--- config.mk ---
export PLATFORM = sky130hd
export DESIGN_NAME = gpo_port
export DESIGN_NICKNAME = d
export VERILOG_FILES = /design/src/design/gpo_pkg.sv /design/src/design/gpo_port.sv
export VERILOG_INCLUDE_DIRS = /design/src /design/src/design
export SDC_FILE = /design/constraint.sdc
export NUM_CORES = 1
export LEC_CHECK = 0
export BUFFER_PORTS_ARGS = -buffer_cell sky130_fd_sc_hd__clkbuf_2
export CELL_PAD_IN_SITES_DETAIL_PLACEMENT = 1
export CELL_PAD_IN_SITES_GLOBAL_PLACEMENT = 1
export CORE_MARGIN = 10
export CORE_UTILIZATION = 33
export CTS_CLUSTER_DIAMETER = 30
export CTS_CLUSTER_SIZE = 14
export DETAILED_ROUTE_END_ITERATION = 6
export GPL_TIMING_DRIVEN = 1
export PLACE_DENSITY_LB_ADDON = 0.05
export SETUP_SLACK_MARGIN = 0.02
export SLEW_MARGIN = 20
export SYNTH_ARGS = -nofsm -noshare
export SYNTH_HDL_FRONTEND = slang
export SYNTH_SLANG_ARGS = --single-unit
--- constraint.sdc ---
create_clock -name core_clk -period 1.98 [get_ports core_clk]
set_input_delay 0.099 -clock core_clk [delete_from_list [all_inputs] [get_ports core_clk]]
set_output_delay 0.099 -clock core_clk [all_outputs]
set_load 0.05 [all_outputs]
--- src/design/gpo_regs.svh ---
// Summary of operation
// software waits one idle cycle before reading back a value it just wrote; readback through the input register here needs two idle cycles
// digital input clamps low while the sleep clamp is asserted
// clamp is overridden on pins with their external interrupt enabled
// held-high edge interrupt pin not enabled flags an edge on wake
// pull-up is off while reset is asserted
// pull-up follows override value when enabled, else dir/out/disable equal 010
// driver enable follows direction override when enabled, else direction bit
// driven level is override value when enabled, else output bit
// toggle override inverts the stored output bit
// input enable follows its override when enabled, else sleep state decides
// raw digital input tapped after input gate, before the synchroniser
// analog path connects straight to the pad, both directions
// strobes shared per port; clock, clamp, pull-up disable shared by all ports
// each peripheral drives the overrides for the pins it uses
// direction one drives output bit; zero is input with pull-up on output one
// writing one to the input location toggles the output bit
// written output value appears in the input register two cycles later
// global pull-up disable switches off every pull-up without its override enabled
// override enables default inactive so register bits alone control the pin
`ifndef GPO_REGS_SVH
`define GPO_REGS_SVH
`define GPO_ADDR_IN      2'h0
`define GPO_ADDR_DIR     2'h1
`define GPO_ADDR_OUT     2'h2
`define GPO_ADDR_CTRL    2'h3
`define GPO_RST_BYTE     8'h00
`define GPO_PUD_BIT      0
`define GPO_SYNC_CYCLES  1
`endif

--- src/design/gpo_pkg.sv ---
package gpo_pkg;
	typedef logic [7:0] gpo_byte_t;
	typedef logic [1:0] gpo_addr_t;
endpackage

--- src/design/gpo_port.sv ---
// Added by the designer: the address-and-strobe port and the register offsets.
`timescale 1ns/1ns
`include "gpo_regs.svh"
module gpo_port (
	input  wire logic             core_clk,
	input  wire logic             reset,
	input  wire gpo_pkg::gpo_addr_t reg_addr,
	input  wire gpo_pkg::gpo_byte_t reg_wdata,
	input  wire logic             reg_wr,
	input  wire logic             reg_rd,
	output      gpo_pkg::gpo_byte_t reg_rdata,
	input  wire logic             sleep_clamp,
	input  wire gpo_pkg::gpo_byte_t ext_int_enabled,
	input  wire gpo_pkg::gpo_byte_t pad_in,
	output      gpo_pkg::gpo_byte_t pad_out,
	output      gpo_pkg::gpo_byte_t pad_oe,
	output      gpo_pkg::gpo_byte_t pad_pullup,
	input  wire gpo_pkg::gpo_byte_t pullup_override_en,
	input  wire gpo_pkg::gpo_byte_t pullup_override_val,
	input  wire gpo_pkg::gpo_byte_t dir_override_en,
	input  wire gpo_pkg::gpo_byte_t dir_override_val,
	input  wire gpo_pkg::gpo_byte_t out_value_override_en,
	input  wire gpo_pkg::gpo_byte_t out_value_override_val,
	input  wire gpo_pkg::gpo_byte_t out_toggle_override_en,
	input  wire gpo_pkg::gpo_byte_t input_en_override_en,
	input  wire gpo_pkg::gpo_byte_t input_en_override_val,
	output      gpo_pkg::gpo_byte_t raw_digital_input
);
	import gpo_pkg::*;

	gpo_byte_t direction_bit_r;
	gpo_byte_t output_bit_r;
	gpo_byte_t output_bit_nxt;
	gpo_byte_t sync_stage_r;
	gpo_byte_t sync_input_bit_r;
	logic      global_pullup_disable_r;
	gpo_byte_t rdata_r;
	gpo_byte_t rdata_nxt;
	gpo_byte_t pad_out_r;
	gpo_byte_t pad_oe_r;
	gpo_byte_t pad_pullup_r;
	gpo_byte_t raw_r;
	gpo_byte_t pin_sync1_r;
	gpo_byte_t pin_sync2_r;
	gpo_byte_t drv_en;
	gpo_byte_t drv_val;
	gpo_byte_t pu_en;
	gpo_byte_t in_en;
	gpo_byte_t gated_in;
	gpo_byte_t fb_in;
	gpo_byte_t pu_normal;
	gpo_byte_t in_normal;
	logic      wr_in;
	logic      wr_dir;
	logic      wr_out;
	logic      wr_ctrl;

	// per-pin override select, enable low passes the register side
	function automatic gpo_byte_t ovr_sel(
		input gpo_byte_t en,
		input gpo_byte_t val,
		input gpo_byte_t regv
	);
		return (en & val) | (~en & regv);
	endfunction

	// register decode, strobes shared by all pins
	assign wr_in   = reg_wr && (reg_addr == `GPO_ADDR_IN);
	assign wr_dir  = reg_wr && (reg_addr == `GPO_ADDR_DIR);
	assign wr_out  = reg_wr && (reg_addr == `GPO_ADDR_OUT);
	assign wr_ctrl = reg_wr && (reg_addr == `GPO_ADDR_CTRL);

	// output bit: write, toggle by input location write, toggle override
	assign output_bit_nxt = (wr_out ? reg_wdata : output_bit_r)
		^ (wr_in ? reg_wdata : 8'h00)
		^ out_toggle_override_en;

	// pin control with overrides; enables low means registers rule
	assign pu_normal = ~direction_bit_r & output_bit_r & {8{~global_pullup_disable_r}};
	assign drv_en    = ovr_sel(dir_override_en, dir_override_val, direction_bit_r);
	assign drv_val   = ovr_sel(out_value_override_en, out_value_override_val, output_bit_r);
	assign pu_en     = ovr_sel(pullup_override_en, pullup_override_val, pu_normal);
	// sleep clamp, bypassed on enabled interrupt pins
	assign in_normal = {8{~sleep_clamp}} | ext_int_enabled;
	assign in_en     = ovr_sel(input_en_override_en, input_en_override_val, in_normal);

	// feedback of driven level so written value reaches the input register two cycles later
	assign fb_in    = (drv_en & drv_val) | (~drv_en & pin_sync2_r);
	assign gated_in = fb_in & in_en;

	assign rdata_nxt = (reg_addr == `GPO_ADDR_IN)  ? sync_input_bit_r :
	                   (reg_addr == `GPO_ADDR_DIR) ? direction_bit_r :
	                   (reg_addr == `GPO_ADDR_OUT) ? output_bit_r :
	                   {7'h00, global_pullup_disable_r};

	always_ff @(posedge core_clk or posedge reset) begin
		if (reset) begin
			pin_sync1_r <= `GPO_RST_BYTE;
			pin_sync2_r <= `GPO_RST_BYTE;
		end else begin
			pin_sync1_r <= pad_in;
			pin_sync2_r <= pin_sync1_r;
		end
	end

	always_ff @(posedge core_clk or posedge reset) begin
		if (reset) begin
			direction_bit_r         <= `GPO_RST_BYTE;
			output_bit_r            <= `GPO_RST_BYTE;
			global_pullup_disable_r <= 1'b0;
		end else begin
			output_bit_r <= output_bit_nxt;
			if (wr_dir)
				direction_bit_r <= reg_wdata;
			if (wr_ctrl)
				global_pullup_disable_r <= reg_wdata[`GPO_PUD_BIT];
		end
	end

	// pad drivers off and pull-ups off in reset
	always_ff @(posedge core_clk or posedge reset) begin
		if (reset) begin
			pad_out_r    <= `GPO_RST_BYTE;
			pad_oe_r     <= `GPO_RST_BYTE;
			pad_pullup_r <= `GPO_RST_BYTE;
		end else begin
			pad_out_r    <= drv_val;
			pad_oe_r     <= drv_en;
			pad_pullup_r <= pu_en;
		end
	end

	// input register and raw tap
	always_ff @(posedge core_clk or posedge reset) begin
		if (reset) begin
			sync_stage_r     <= `GPO_RST_BYTE;
			sync_input_bit_r <= `GPO_RST_BYTE;
			raw_r            <= `GPO_RST_BYTE;
			rdata_r          <= `GPO_RST_BYTE;
		end else begin
			sync_stage_r     <= gated_in;
			sync_input_bit_r <= sync_stage_r;
			raw_r            <= gated_in;
			rdata_r          <= reg_rd ? rdata_nxt : 8'h00;
		end
	end

	assign reg_rdata         = rdata_r;
	assign pad_out           = pad_out_r;
	assign pad_oe            = pad_oe_r;
	assign pad_pullup        = pad_pullup_r;
	assign raw_digital_input = raw_r;
endmodule // gpo_port

Yosys cells after proc, flatten, opt, wreduce, memory -nomap -nowiden. Index checks and enable logic that the tools add are counted.

Equality and inequality tests: 3. Multiplexer cells: 6. Bitwise gates (word level): 29. Reductions and logical operators: 5.

Operator list (count): bitwise AND 8 bit (13); two-way mux 8 bit (6); NOT 8 bit (6); bitwise OR 8 bit (6); bitwise XOR 8 bit (2); equality test 2 bit (second input constant) (2); logical AND 1 bit (4); equality test 2 x 1 -> 1 bit (second input constant) (1); logical NOT 2 bit (1); NOT 1 bit (2).

Bits in registers: 81. Input port bits: 103. Output and inout bits: 40. Logic and storage cells: 54.

Logic depth before layout (Yosys ltp). Gate-level depths: netlist of the first run.

Depth in word-level cells: 7. Depth in mapped cells: 5. Gate-level depth less buffers: 4.

Worst setup path before layout of the first run. No wires, ideal clock.

Path type: register -> register. Start: register global_pullup_disable_r. End: register rdata_r[0], in the netlist reg_rdata[0]. Arrival: 1.093 ns. Required time: 1.861 ns. Slack: 0.768 ns. Cell stages (with the launch flop): 4. Buffers on the path: 1. Path through: dfrtp_1 -> buf_2 -> mux4_1 -> and2_1.

Cells in the longest elaborated chain, start to end: 4.

Ends and longest elaborated chain: from (decl) (line gpo_port.sv:36) `logic global_pullup_disable_r;`; from (signal assigned) (line gpo_port.sv:116) `` global_pullup_disable_r <= reg_wdata[`GPO_PUD_BIT]; ``; two-way mux 8 bit (line gpo_port.sv:93) `` (reg_addr == `GPO_ADDR_OUT) ? output_bit_r : ``; two-way mux 8 bit (line gpo_port.sv:92) `` (reg_addr == `GPO_ADDR_DIR) ? direction_bit_r : ``; two-way mux 8 bit (line gpo_port.sv:91) `` assign rdata_nxt = (reg_addr == `GPO_ADDR_IN) ? sync_input_bit_r : ``; two-way mux 8 bit (line gpo_port.sv:144) `rdata_r <= reg_rd ? rdata_nxt : 8'h00;`; to (signal assigned) (line gpo_port.sv:139) `` rdata_r <= `GPO_RST_BYTE; ``; to (signal assigned) (line gpo_port.sv:144); to (decl) (line gpo_port.sv:37) `gpo_byte_t rdata_r;`.

Every way passes these cells. A chain may end at the register's enable or synchronous reset.

Final worst setup path of the first run.
Start: register direction_bit_r[1]. End: register sync_stage_r[1].

Cells in the longest elaborated chain, start to end: 6. Elaborated cells between the ends (all ways): 7.

Ends and longest elaborated chain: from (decl) (line gpo_port.sv:31) `gpo_byte_t direction_bit_r;`; from (signal assigned) (line gpo_port.sv:108) `` direction_bit_r <= `GPO_RST_BYTE; ``; from (signal assigned) (line gpo_port.sv:114) `direction_bit_r <= reg_wdata;`; bitwise AND 8 bit * (line gpo_port.sv:64) `return (en & val) | (~en & regv);`; bitwise OR 8 bit * (line gpo_port.sv:64); named net drv_en[1] (line gpo_port.sv:45) `gpo_byte_t drv_en;`; NOT 8 bit (line gpo_port.sv:88) `assign fb_in = (drv_en & drv_val) | (~drv_en & pin_sync2_r);`; bitwise AND 8 bit (line gpo_port.sv:88); bitwise OR 8 bit * (line gpo_port.sv:88); bitwise AND 8 bit * (line gpo_port.sv:89) `assign gated_in = fb_in & in_en;`; named net gated_in[1] (line gpo_port.sv:49) `gpo_byte_t gated_in;`; to (signal assigned) (line gpo_port.sv:136) `` sync_stage_r <= `GPO_RST_BYTE; ``; to (signal assigned) (line gpo_port.sv:141) `sync_stage_r <= gated_in;`; to (decl) (line gpo_port.sv:34) `gpo_byte_t sync_stage_r;`.

The timed path passes the listed nets; every way through them passes the cells marked *.

==> impl_metrics.csv, run 1 <==
group,metric,value,unit
setup_path,crit_fanout,4,
die,initial_utilization,33.5,%
layout,drive_above_1_share,42.4,%
clocking,cts_resized,0,
power,power_leakage,0.00254,uW
setup_path,cp_top_family,"multiplexers",
grt,antenna_found_initial,0,
drt,vias,2713,
drt,via_per_inst,4.52,
setup_path,crit_slowest_cell,"dlygate4sd3_1",
layout,seqCellArea,2030,um^2
layout,diodes,0,
setup_path,r2r_slack,0.20,ns
grt,grt_max_degree,82,
sta,maxSlewViolCount,0,
clocking,clkSlewWorstSetupHoldPaths,0.08,ns
sta,finalCritPeriodShare,90.0,%
sta,slew_headroom,69.1,%
layout,synthToLayoutAreaGrowth,55.9,%
setup_path,timing.rr.end,"sync_stage_r[1]$_DFF_PP0_",
logic_synthesis,synth_nets,339,
drt,drt_iter0_markers,89,
layout,final_common_cell,"clkbuf_2",
worst_hold_path,min_path_type,"input port to flop",
sta,rsz0062_at_grt,"no",
logic_synthesis,syn_inst,236,
placed_design,portBuffers,142,
power,peakVddDrop,0.000440,V
placed_design,placed_area,4110,um^2
drt,drt_first_pass_iters,4,
placed_design,pre_cts_ws,0.562,ns
power,powerDensity,934,nW/um^2
sta,max_freq,0.561,GHz
setup_path,path_buf_inv,1,
setup_path,crit_end,"sync_stage_r[1]$_DFF_PP0_",
layout,nets,565,
sta,skew,0.0105,ns
clocking,cts_tree,"done",
clocking,clock_latency,0.35,ns
sta,setup_viol,0,
clocking,htree_levels,3,
die,core_area,9680,um^2
setup_path,ff2ff_path_depth,4,
setup_path,worst-path-stages,4,
setup_path,required,2.21,ns
die,fp.dieW,119,um
layout,fillCellCount,1059,
die,floorplan.die_area,14200,um^2
sta,whs,0.0174,ns
worst_hold_path,hold_depth,2,
layout,final_cell_mix,"clkbuf_2, dfrtp_1, dlygate4sd3_1, nand2_1, mux2_2",
sta,hold_viol_final,0,
clocking,clkSinkCount,81,
logic_synthesis,synth.avg_cell_area,13.7,um^2
die,num_rows,36,
setup_path,path_cells,"mux2_2, mux2_2, o311a_1, dlygate4sd3_1",
placed_design,globalplace.congestion,0.723,
sta,max_slew.worst_pin.slew,0.463,ns
setup_path,path_class,"flop to flop",
sta,timing.final.ws_setup,0.198,ns
setup_path,cpMostUsedCell,"mux2_2",
grt,gr-total-overflow,0,
run,maxCapViolCount,0,
setup_path,start_kind,"flop",
drt,routed_wl,10200,um
clocking,cts-root-buf,"clkbuf_8",
logic_synthesis,yosys_warnings,0,
grt,grt_usage,14.7,%
clocking,numCtsBuffers,9,
sta,finalSetupTns,0,ns
logic_synthesis,yosysSeqAreaShare,62.5,%
die,design.portCount,143,
setup_path,end_kind,"flop",
drt,wire_per_inst,16.9,um
status,status,"completed",
grt,grt_pass1_wl,16700,um
grt,grt_pass1_vias,3233,
clocking,cts_setup_buffers,0,
sta,finalCriticalPeriod,1.78,ns
setup_path,timing.rr.start,"direction_bit_r[1]$_DFFE_PP0P_",
logic_synthesis,synth-seq-cells,81,
setup_path,critPathArrivalTime,2.01,ns
drt,drc,0,
die,die_y,119,um
logic_synthesis,syn-cell-area,3240,um^2
worst_hold_path,min_from,"reg_wdata[7]",
setup_path,crit_path_start,"direction_bit_r[1]$_DFFE_PP0P_",
placed_design,hpwl,6920,um
clocking,clock_path_buffers,2,
drt,antenna_left,0,
layout,utilization,52.2,%
setup_path,cp_slowest_stage_delay,0.56,ns
layout,design_area,5050,um^2
layout,multi_input_area,1120,um^2
logic_synthesis,synth_cell_types,23,
-- cell type report --
cell class              instances  share of cell area, %
clock buffers                  12                   2.68
repair buffers                221                   29.8
clock inverters                 4                   1.07
inverters                      10                  0.817
multi-input cells             139                   22.2
flip-flops and latches         81                   40.1
well taps                     133                   3.29
-- flip-flops by register name (all words and copies together), names as in the netlist --
name and flops:
direction_bit_r 8, reg_rdata 8, sync_input_bit_r 8, pad_oe 8, pin_sync2_r 8, global_pullup_disable_r 1, output_bit_r 8, sync_stage_r 8
pad_pullup 8, pin_sync1_r 8, pad_out 8
-- worst min path at each step --
stage                                endpoint  slack (ns)
2_1_floorplan        pin_sync1_r[0]$_DFF_PP0_        0.13
3_3_place_gp         pin_sync1_r[0]$_DFF_PP0_        0.21
3_5_place_dp         pin_sync1_r[0]$_DFF_PP0_        0.21
4_1_cts        direction_bit_r[7]$_DFFE_PP0P_      0.0002
5_1_grt        direction_bit_r[7]$_DFFE_PP0P_        0.01
6_report       direction_bit_r[7]$_DFFE_PP0P_        0.02
-- report_power, final --
group / leakage [uW] / internal (uW) / switching, uW
logic: 0.00147 / 582 / 879
clock network: 0.0000868 / 587 / 597
registers: 0.000986 / 1920 / 156
-- Yosys cell counts (all sizes together) --
| master | instances | area (um^2) |
|---|---|---|
| and2 | 8 | 50.1 |
| nand3b | 1 | 20.0 |
| mux2 | 25 | 282 |
| o211a | 8 | 80.1 |
| nor2b | 1 | 8.76 |
| nand3 | 1 | 5.00 |
| buf | 6 | 52.6 |
| mux4 | 1 | 26.3 |
| inv | 10 | 37.5 |
| nand2b | 8 | 50.1 |
| mux2i | 7 | 70.1 |
| xnor2 | 8 | 70.1 |
| dfrtp | 81 | 2030 |
| a21oi | 8 | 70.1 |
| o21ai | 23 | 145 |
| o41ai | 8 | 70.1 |
| nand2 | 23 | 86.3 |
| o311a | 8 | 80.1 |
| and2b | 1 | 10.0 |
-- cells by family (layout without fill, tap and decap cells) --
kind of cell	count (synthesis)	after routing	share of synthesized area, %
compound gates	55	55	13.7
buf+inv	16	247	2.78
flops	81	81	62.5
xor+xnor	8	8	2.16
mux	33	33	11.7
simple gates	43	43	7.10
-- timing repair --
item / CTS / global route
hold buffers: 75 / 0
endpoints found under the hold margin: 129 / 0
endpoints found under the setup margin: 0 / 0
-- per-stage QoR --
| stage | instances | total power, uW |
|---|---|---|
| 2_1_floorplan | 236 | 2960 |
| 3_3_place_gp | 509 | 3360 |
| 3_5_place_dp | 509 | 3380 |
| 4_1_cts | 600 | 4790 |
| 5_1_grt | 600 | 4990 |
| 6_report | 600 | 4720 |
-- layer usage --
layer | track usage [%] | up-vias | part of all wire (%)
met4 | 4.81 | 0 | 1.2
met1 | 15.7 | 1324 | 41
met3 | 4.58 | 11 | 6.1
li1 | - | 1296 | -
met2 | 26.8 | 82 | 52
met5 | 0 | - | 0
Note: power is estimated with default switching activity, not from simulation.
==> inputs of run 2 (changes only) <==
--- a/config.mk
+++ b/config.mk
@@ -6,11 +6,12 @@
 export SDC_FILE = /design/constraint.sdc
 export NUM_CORES = 1
 export LEC_CHECK = 0
+export ABC_AREA = 1
 export BUFFER_PORTS_ARGS = -buffer_cell sky130_fd_sc_hd__clkbuf_2
 export CELL_PAD_IN_SITES_DETAIL_PLACEMENT = 1
 export CELL_PAD_IN_SITES_GLOBAL_PLACEMENT = 1
 export CORE_MARGIN = 10
-export CORE_UTILIZATION = 33
+export CORE_UTILIZATION = 31
 export CTS_CLUSTER_DIAMETER = 30
 export CTS_CLUSTER_SIZE = 14
 export DETAILED_ROUTE_END_ITERATION = 6
==> impl_metrics.csv, run 2 <==
group,metric,value,unit
status,status,"completed",
sta,hold_viol_final,0,
setup_path,cp_slowest_stage_delay,0.57,ns
logic_synthesis,synth_nets,484,
clocking,htree_levels,3,
sta,max_freq,0.563,GHz
sta,whs,0.0191,ns
setup_path,critPathArrivalTime,2.00,ns
logic_synthesis,synth-seq-cells,81,
setup_path,path_cells,"dlygate4sd3_1, clkbuf_2, nand2_1, dlygate4sd3_1, o21ai_0, dlygate4sd3_1",
logic_synthesis,synth.avg_cell_area,8.98,um^2
clocking,clock_path_buffers,2,
run,maxCapViolCount,0,
setup_path,end_kind,"flop",
setup_path,cp_top_family,"buffers and inverters",
die,die_y,125,um
power,powerDensity,845,nW/um^2
logic_synthesis,syn-cell-area,3420,um^2
grt,grt_pass1_vias,3734,
grt,gr-total-overflow,0,
drt,drt_iter0_markers,127,
logic_synthesis,synth_top_area_share,59.3,%
placed_design,globalplace.congestion,0.718,
clocking,clock_latency,0.34,ns
setup_path,crit_slowest_cell,"dlygate4sd3_1",
layout,final_cell_mix,"clkbuf_2, nand2_1, dfrtp_1, dlygate4sd3_1, inv_1",
placed_design,hpwl,8320,um
die,initial_utilization,31.6,%
sta,timing.final.ws_setup,0.202,ns
die,design.portCount,143,
layout,synthToLayoutAreaGrowth,48.8,%
die,num_rows,38,
sta,max_slew.worst_pin.slew,0.503,ns
logic_synthesis,netlist_top_cells_count,"nand2_1, dfrtp_1, inv_1",
sta,skew,0.00683,ns
power,total_power,4300,uW
setup_path,required,2.20,ns
power,peakVddDrop,0.000349,V
die,fp.dieW,125,um
clocking,clkSlewWorstSetupHoldPaths,0.08,ns
logic_synthesis,yosys.area.top_type,"dfrtp_1",
clocking,numCtsBuffers,9,
logic_synthesis,synth_edf_count,0,
layout,multi_input_area,1150,um^2
sta,finalSetupTns,0,ns
logic_synthesis,async_reset_ff_share,100,%
sta,maxSlewViolCount,0,
placed_design,pre_cts_ws,0.581,ns
logic_synthesis,synth_cell_types,24,
drt,vias,3338,
drt,antenna_left,0,
sta,finalCriticalPeriod,1.78,ns
drt,via_per_inst,4.55,
grt,antenna_found_initial,0,
clocking,cts_tree,"done",
sta,slew_headroom,66.5,%
clocking,cts_resized,0,
clocking,cts_hold_buf,59,
layout,final_common_cell,"clkbuf_2",
setup_path,start_kind,"input port",
logic_synthesis,syn_inst,381,
logic_synthesis,synth-main-ff-cell,"dfrtp_1",
drt,wire_per_inst,15.7,um
logic_synthesis,yosysMostFrequentCell,"nand2_1",
clocking,clkSinkCount,81,
layout,nets,692,
power,power_leakage,0.00279,uW
grt,grt_pass1_wl,18600,um
sta,finalCritPeriodShare,89.8,%
layout,utilization,47.0,%
layout,seqCellArea,2030,um^2
setup_path,path_class,"input port to flop",
die,floorplan.die_area,15600,um^2
logic_synthesis,synth_area_leaders,"dfrtp_1, nand2_1, nand3_1, inv_1, o21ai_0",
setup_path,crit_fanout,1,
layout,diodes,0,
die,core_area,10800,um^2
sta,setup_viol,0,
clocking,cts-root-buf,"clkbuf_8",
logic_synthesis,yosysSeqAreaShare,59.3,%
logic_synthesis,yosys_warnings,0,
drt,drc,0,
layout,drive_above_1_share,29.0,%
worst_hold_path,min_path_type,"input port to flop",
grt,grt_max_degree,82,
sta,rsz0062_at_grt,"no",
clocking,cts_setup_buffers,0,
setup_path,path_buf_inv,4,
layout,fillCellCount,1339,
placed_design,portBuffers,142,
drt,drt_first_pass_iters,4,
setup_path,cpMostUsedCell,"dlygate4sd3_1",
drt,routed_wl,11500,um
grt,grt_usage,14.6,%
[run 2: logic make-up after synthesis]
kind of cell / synth area share [%]
AOI/OAI and AO/OA: 11.1
DFF: 59.3
and+or+nand+nor: 22.4
buffers and inverters: 7.24
[run 2: worst paths after layout]
path	end	slack, ns	from	cells after the start
max in group asynchronous	pad_oe[0]$_DFF_PP0_	1.22	reset	4
setup / recovery	pad_pullup[6]$_DFF_PP0_	0.20	pullup_override_val[6]	6
hold / removal	pad_out[6]$_DFF_PP0_	0.02	out_value_override_en[6]	2
hold reg to reg	pin_sync2_r[3]$_DFF_PP0_	0.35	pin_sync1_r[3]$_DFF_PP0_	0
min in group asynchronous	pad_out[1]$_DFF_PP0_	0.43	reset	4
setup reg to reg	pad_pullup[2]$_DFF_PP0_	0.23	global_pullup_disable_r$_DFFE_PP0P_	4
[run 2: where the power goes]
group	leakage [uW]	switching, uW	total, uW	internal, uW
sequential	0.000990	85.6	1910	1830
clock	0.000102	587	1300	712
combinational	0.00170	719	1090	369
[run 2: layout make-up]
type | count | area share (%)
clock inverter | 3 | 1.28
sequential | 81 | 39.8
multi-input combinational | 240 | 22.5
clock buffer | 13 | 2.73
timing repair buffer | 204 | 26.2
tap | 140 | 3.44
inverter | 53 | 3.98
[run 2: metal layers]
metal / up-vias / wire, um / track usage [%]
met2: 76 / 6160 / 26.5
met4: 0 / 100 / 3.86
met1: 1604 / 4680 / 16.2
met5: - / 0 / 0
met3: 7 / 588 / 4.35
li1: 1651 / - / -
[run 2: through the flow]
step | cell area, um^2 | instances
final | 5090 | 734
after global routing | 5090 | 734
after CTS | 5090 | 734
after detailed placement | 4300 | 659
after global placement | 4300 | 659
after floorplan | 3420 | 381
==> inputs of run 3 (changes only) <==
--- a/config.mk
+++ b/config.mk
@@ -11,7 +11,7 @@
 export CELL_PAD_IN_SITES_DETAIL_PLACEMENT = 1
 export CELL_PAD_IN_SITES_GLOBAL_PLACEMENT = 1
 export CORE_MARGIN = 10
-export CORE_UTILIZATION = 31
+export CORE_UTILIZATION = 30
 export CTS_CLUSTER_DIAMETER = 30
 export CTS_CLUSTER_SIZE = 14
 export DETAILED_ROUTE_END_ITERATION = 6
==> constraint.sdc (replaced) <==
create_clock -name core_clk -period 1.98 [get_ports core_clk]
set_input_delay 0.099 -clock core_clk [delete_from_list [all_inputs] [get_ports core_clk]]
set_output_delay 0.099 -clock core_clk [all_outputs]
set_load 0.01 [all_outputs]
==> impl_metrics.csv, run 3 (same netlist as run 2, synthesis figures left out) <==
group,metric,value,unit
setup_path,crit_fanout,6,
drt,drt_iter0_markers,193,
sta,finalSetupTns,0,ns
die,core_area,11000,um^2
power,p_clk_share,40.5,%
die,floorplan.die_area,16100,um^2
grt,antenna_found_initial,0,
sta,timing.final.ws_setup,0.266,ns
clocking,cts_hold_buf,38,
setup_path,end_kind,"flop",
sta,finalCritPeriodShare,86.6,%
grt,grt_pass1_wl,18300,um
clocking,cts_tree,"done",
sta,whs,0.00897,ns
drt,vias,3253,
power,power_leakage,0.00277,uW
power,total_power,4530,uW
grt,grt_pass1_vias,3614,
clocking,cts_setup_buffers,0,
layout,final_common_cell,"clkbuf_2",
sta,maxSlewViolCount,0,
clocking,cts-root-buf,"clkbuf_16",
drt,drt_first_pass_iters,4,
drt,antenna_left,0,
sta,finalCriticalPeriod,1.71,ns
die,initial_utilization,31.1,%
run,maxCapViolCount,0,
sta,slew_headroom,52.6,%
layout,diodes,0,
drt,routed_wl,11300,um
layout,fillCellCount,1327,
grt,gr-total-overflow,0,
sta,skew,0.00621,ns
layout,synthToLayoutAreaGrowth,46.6,%
die,num_rows,38,
layout,final_cell_mix,"clkbuf_2, nand2_1, dfrtp_1, inv_1, nand3_1",
power,powerDensity,902,nW/um^2
power,swShare,26.2,%
clocking,clkSlewWorstSetupHoldPaths,0.06,ns
die,fp.dieW,127,um
setup_path,required,2.20,ns
clocking,clkSinkCount,81,
setup_path,path_class,"flop to flop",
power,peakVddDrop,0.000518,V
drt,wire_per_inst,15.7,um
sta,max_slew.worst_pin.slew,0.710,ns
drt,drc,0,
setup_path,start_kind,"flop",
layout,nets,673,
power,power_frac_comb,17.2,%
clocking,cts_resized,0,
sta,max_freq,0.583,GHz
placed_design,portBuffers,142,
setup_path,critPathArrivalTime,1.93,ns
die,design.portCount,143,
placed_design,globalplace.congestion,0.695,
sta,hold_viol_final,0,
sta,setup_viol,0,
placed_design,hpwl,8440,um
die,die_y,127,um
clocking,clock_latency,0.34,ns
grt,grt_max_degree,44,
grt,grt_usage,14.2,%
worst_hold_path,min_path_type,"input port to flop",
layout,drive_above_1_share,30.4,%
power,seqPwrFrac,42.3,%
placed_design,pre_cts_ws,0.565,ns
sta,rsz0062_at_grt,"no",
power,internal_power,3340,uW
clocking,clock_path_buffers,2,
power,p_sw,1180,uW
drt,via_per_inst,4.55,
clocking,numCtsBuffers,9,
clocking,htree_levels,3,
layout,utilization,45.7,%
status,status,"completed",
## run 3: changes by cell type in the layout (fill, tap and decap cells not counted)
cell and delta:
dlygate4sd3_1 -21, clkbuf_16 +9, clkinv_2 -1, buf_4 +2, clkbuf_8 -7, clkbuf_1 -1
## run 3: final timing paths
check                                                    startpoint                       end  slack, ns  cells past startpoint
worst max-delay path            global_pullup_disable_r$_DFFE_PP0P_   pad_pullup[2]$_DFF_PP0_       0.27                      5
worst min-delay path                      out_value_override_val[0]      pad_out[0]$_DFF_PP0_      0.009                      3
worst max register to register  global_pullup_disable_r$_DFFE_PP0P_   pad_pullup[2]$_DFF_PP0_       0.27                      5
worst min register to register             pin_sync1_r[5]$_DFF_PP0_  pin_sync2_r[5]$_DFF_PP0_       0.35                      0
max in group asynchronous                                     reset  pin_sync1_r[7]$_DFF_PP0_       0.91                      4
min in group asynchronous                                     reset      pad_out[1]$_DFF_PP0_       0.41                      3
## run 3: routing by layer
metal,part of all wire (%),global-route usage [%]
met1,42,16.4
met5,0,0
met4,1.5,6.03
met2,50,23.7
met3,6.4,4.33
## run 3: power groups by stage
stage / clock, uW / sequential [uW] / combinational (uW)
global placement: 0 / 1940 / 704
floorplan: 0 / 1970 / 341
global route: 1950 / 1940 / 893
detailed placement: 0 / 1950 / 723
CTS: 1880 / 1920 / 800
finish: 1830 / 1920 / 778
## run 3: cell type report
cell class              count  area, um^2  share of cell area, %
well taps                 140         175                   3.49
multi-input cells         240        1150                   22.8
repair buffers            185        1140                   22.7
clock inverters             2        60.1                   1.20
flip-flops and latches     81        2030                   40.4
inverters                  53         203                   4.04
clock buffers              14         264                   5.26
## run 3: worst max-delay path, stage by stage (launching register included)
cell,delay (ns)
dfrtp_1,0.35
clkinv_1,0.26
buf_4,0.27
nand3_1,0.10
o21ai_0,0.07
dlygate4sd3_1,0.55
## run 3: through the flow
step                      cell area (um^2)  std cells
after global routing                  5020        715
after detailed placement              4310        661
after floorplan                       3420        381
final                                 5020        715
after global placement                4310        661
after CTS                             5020        715
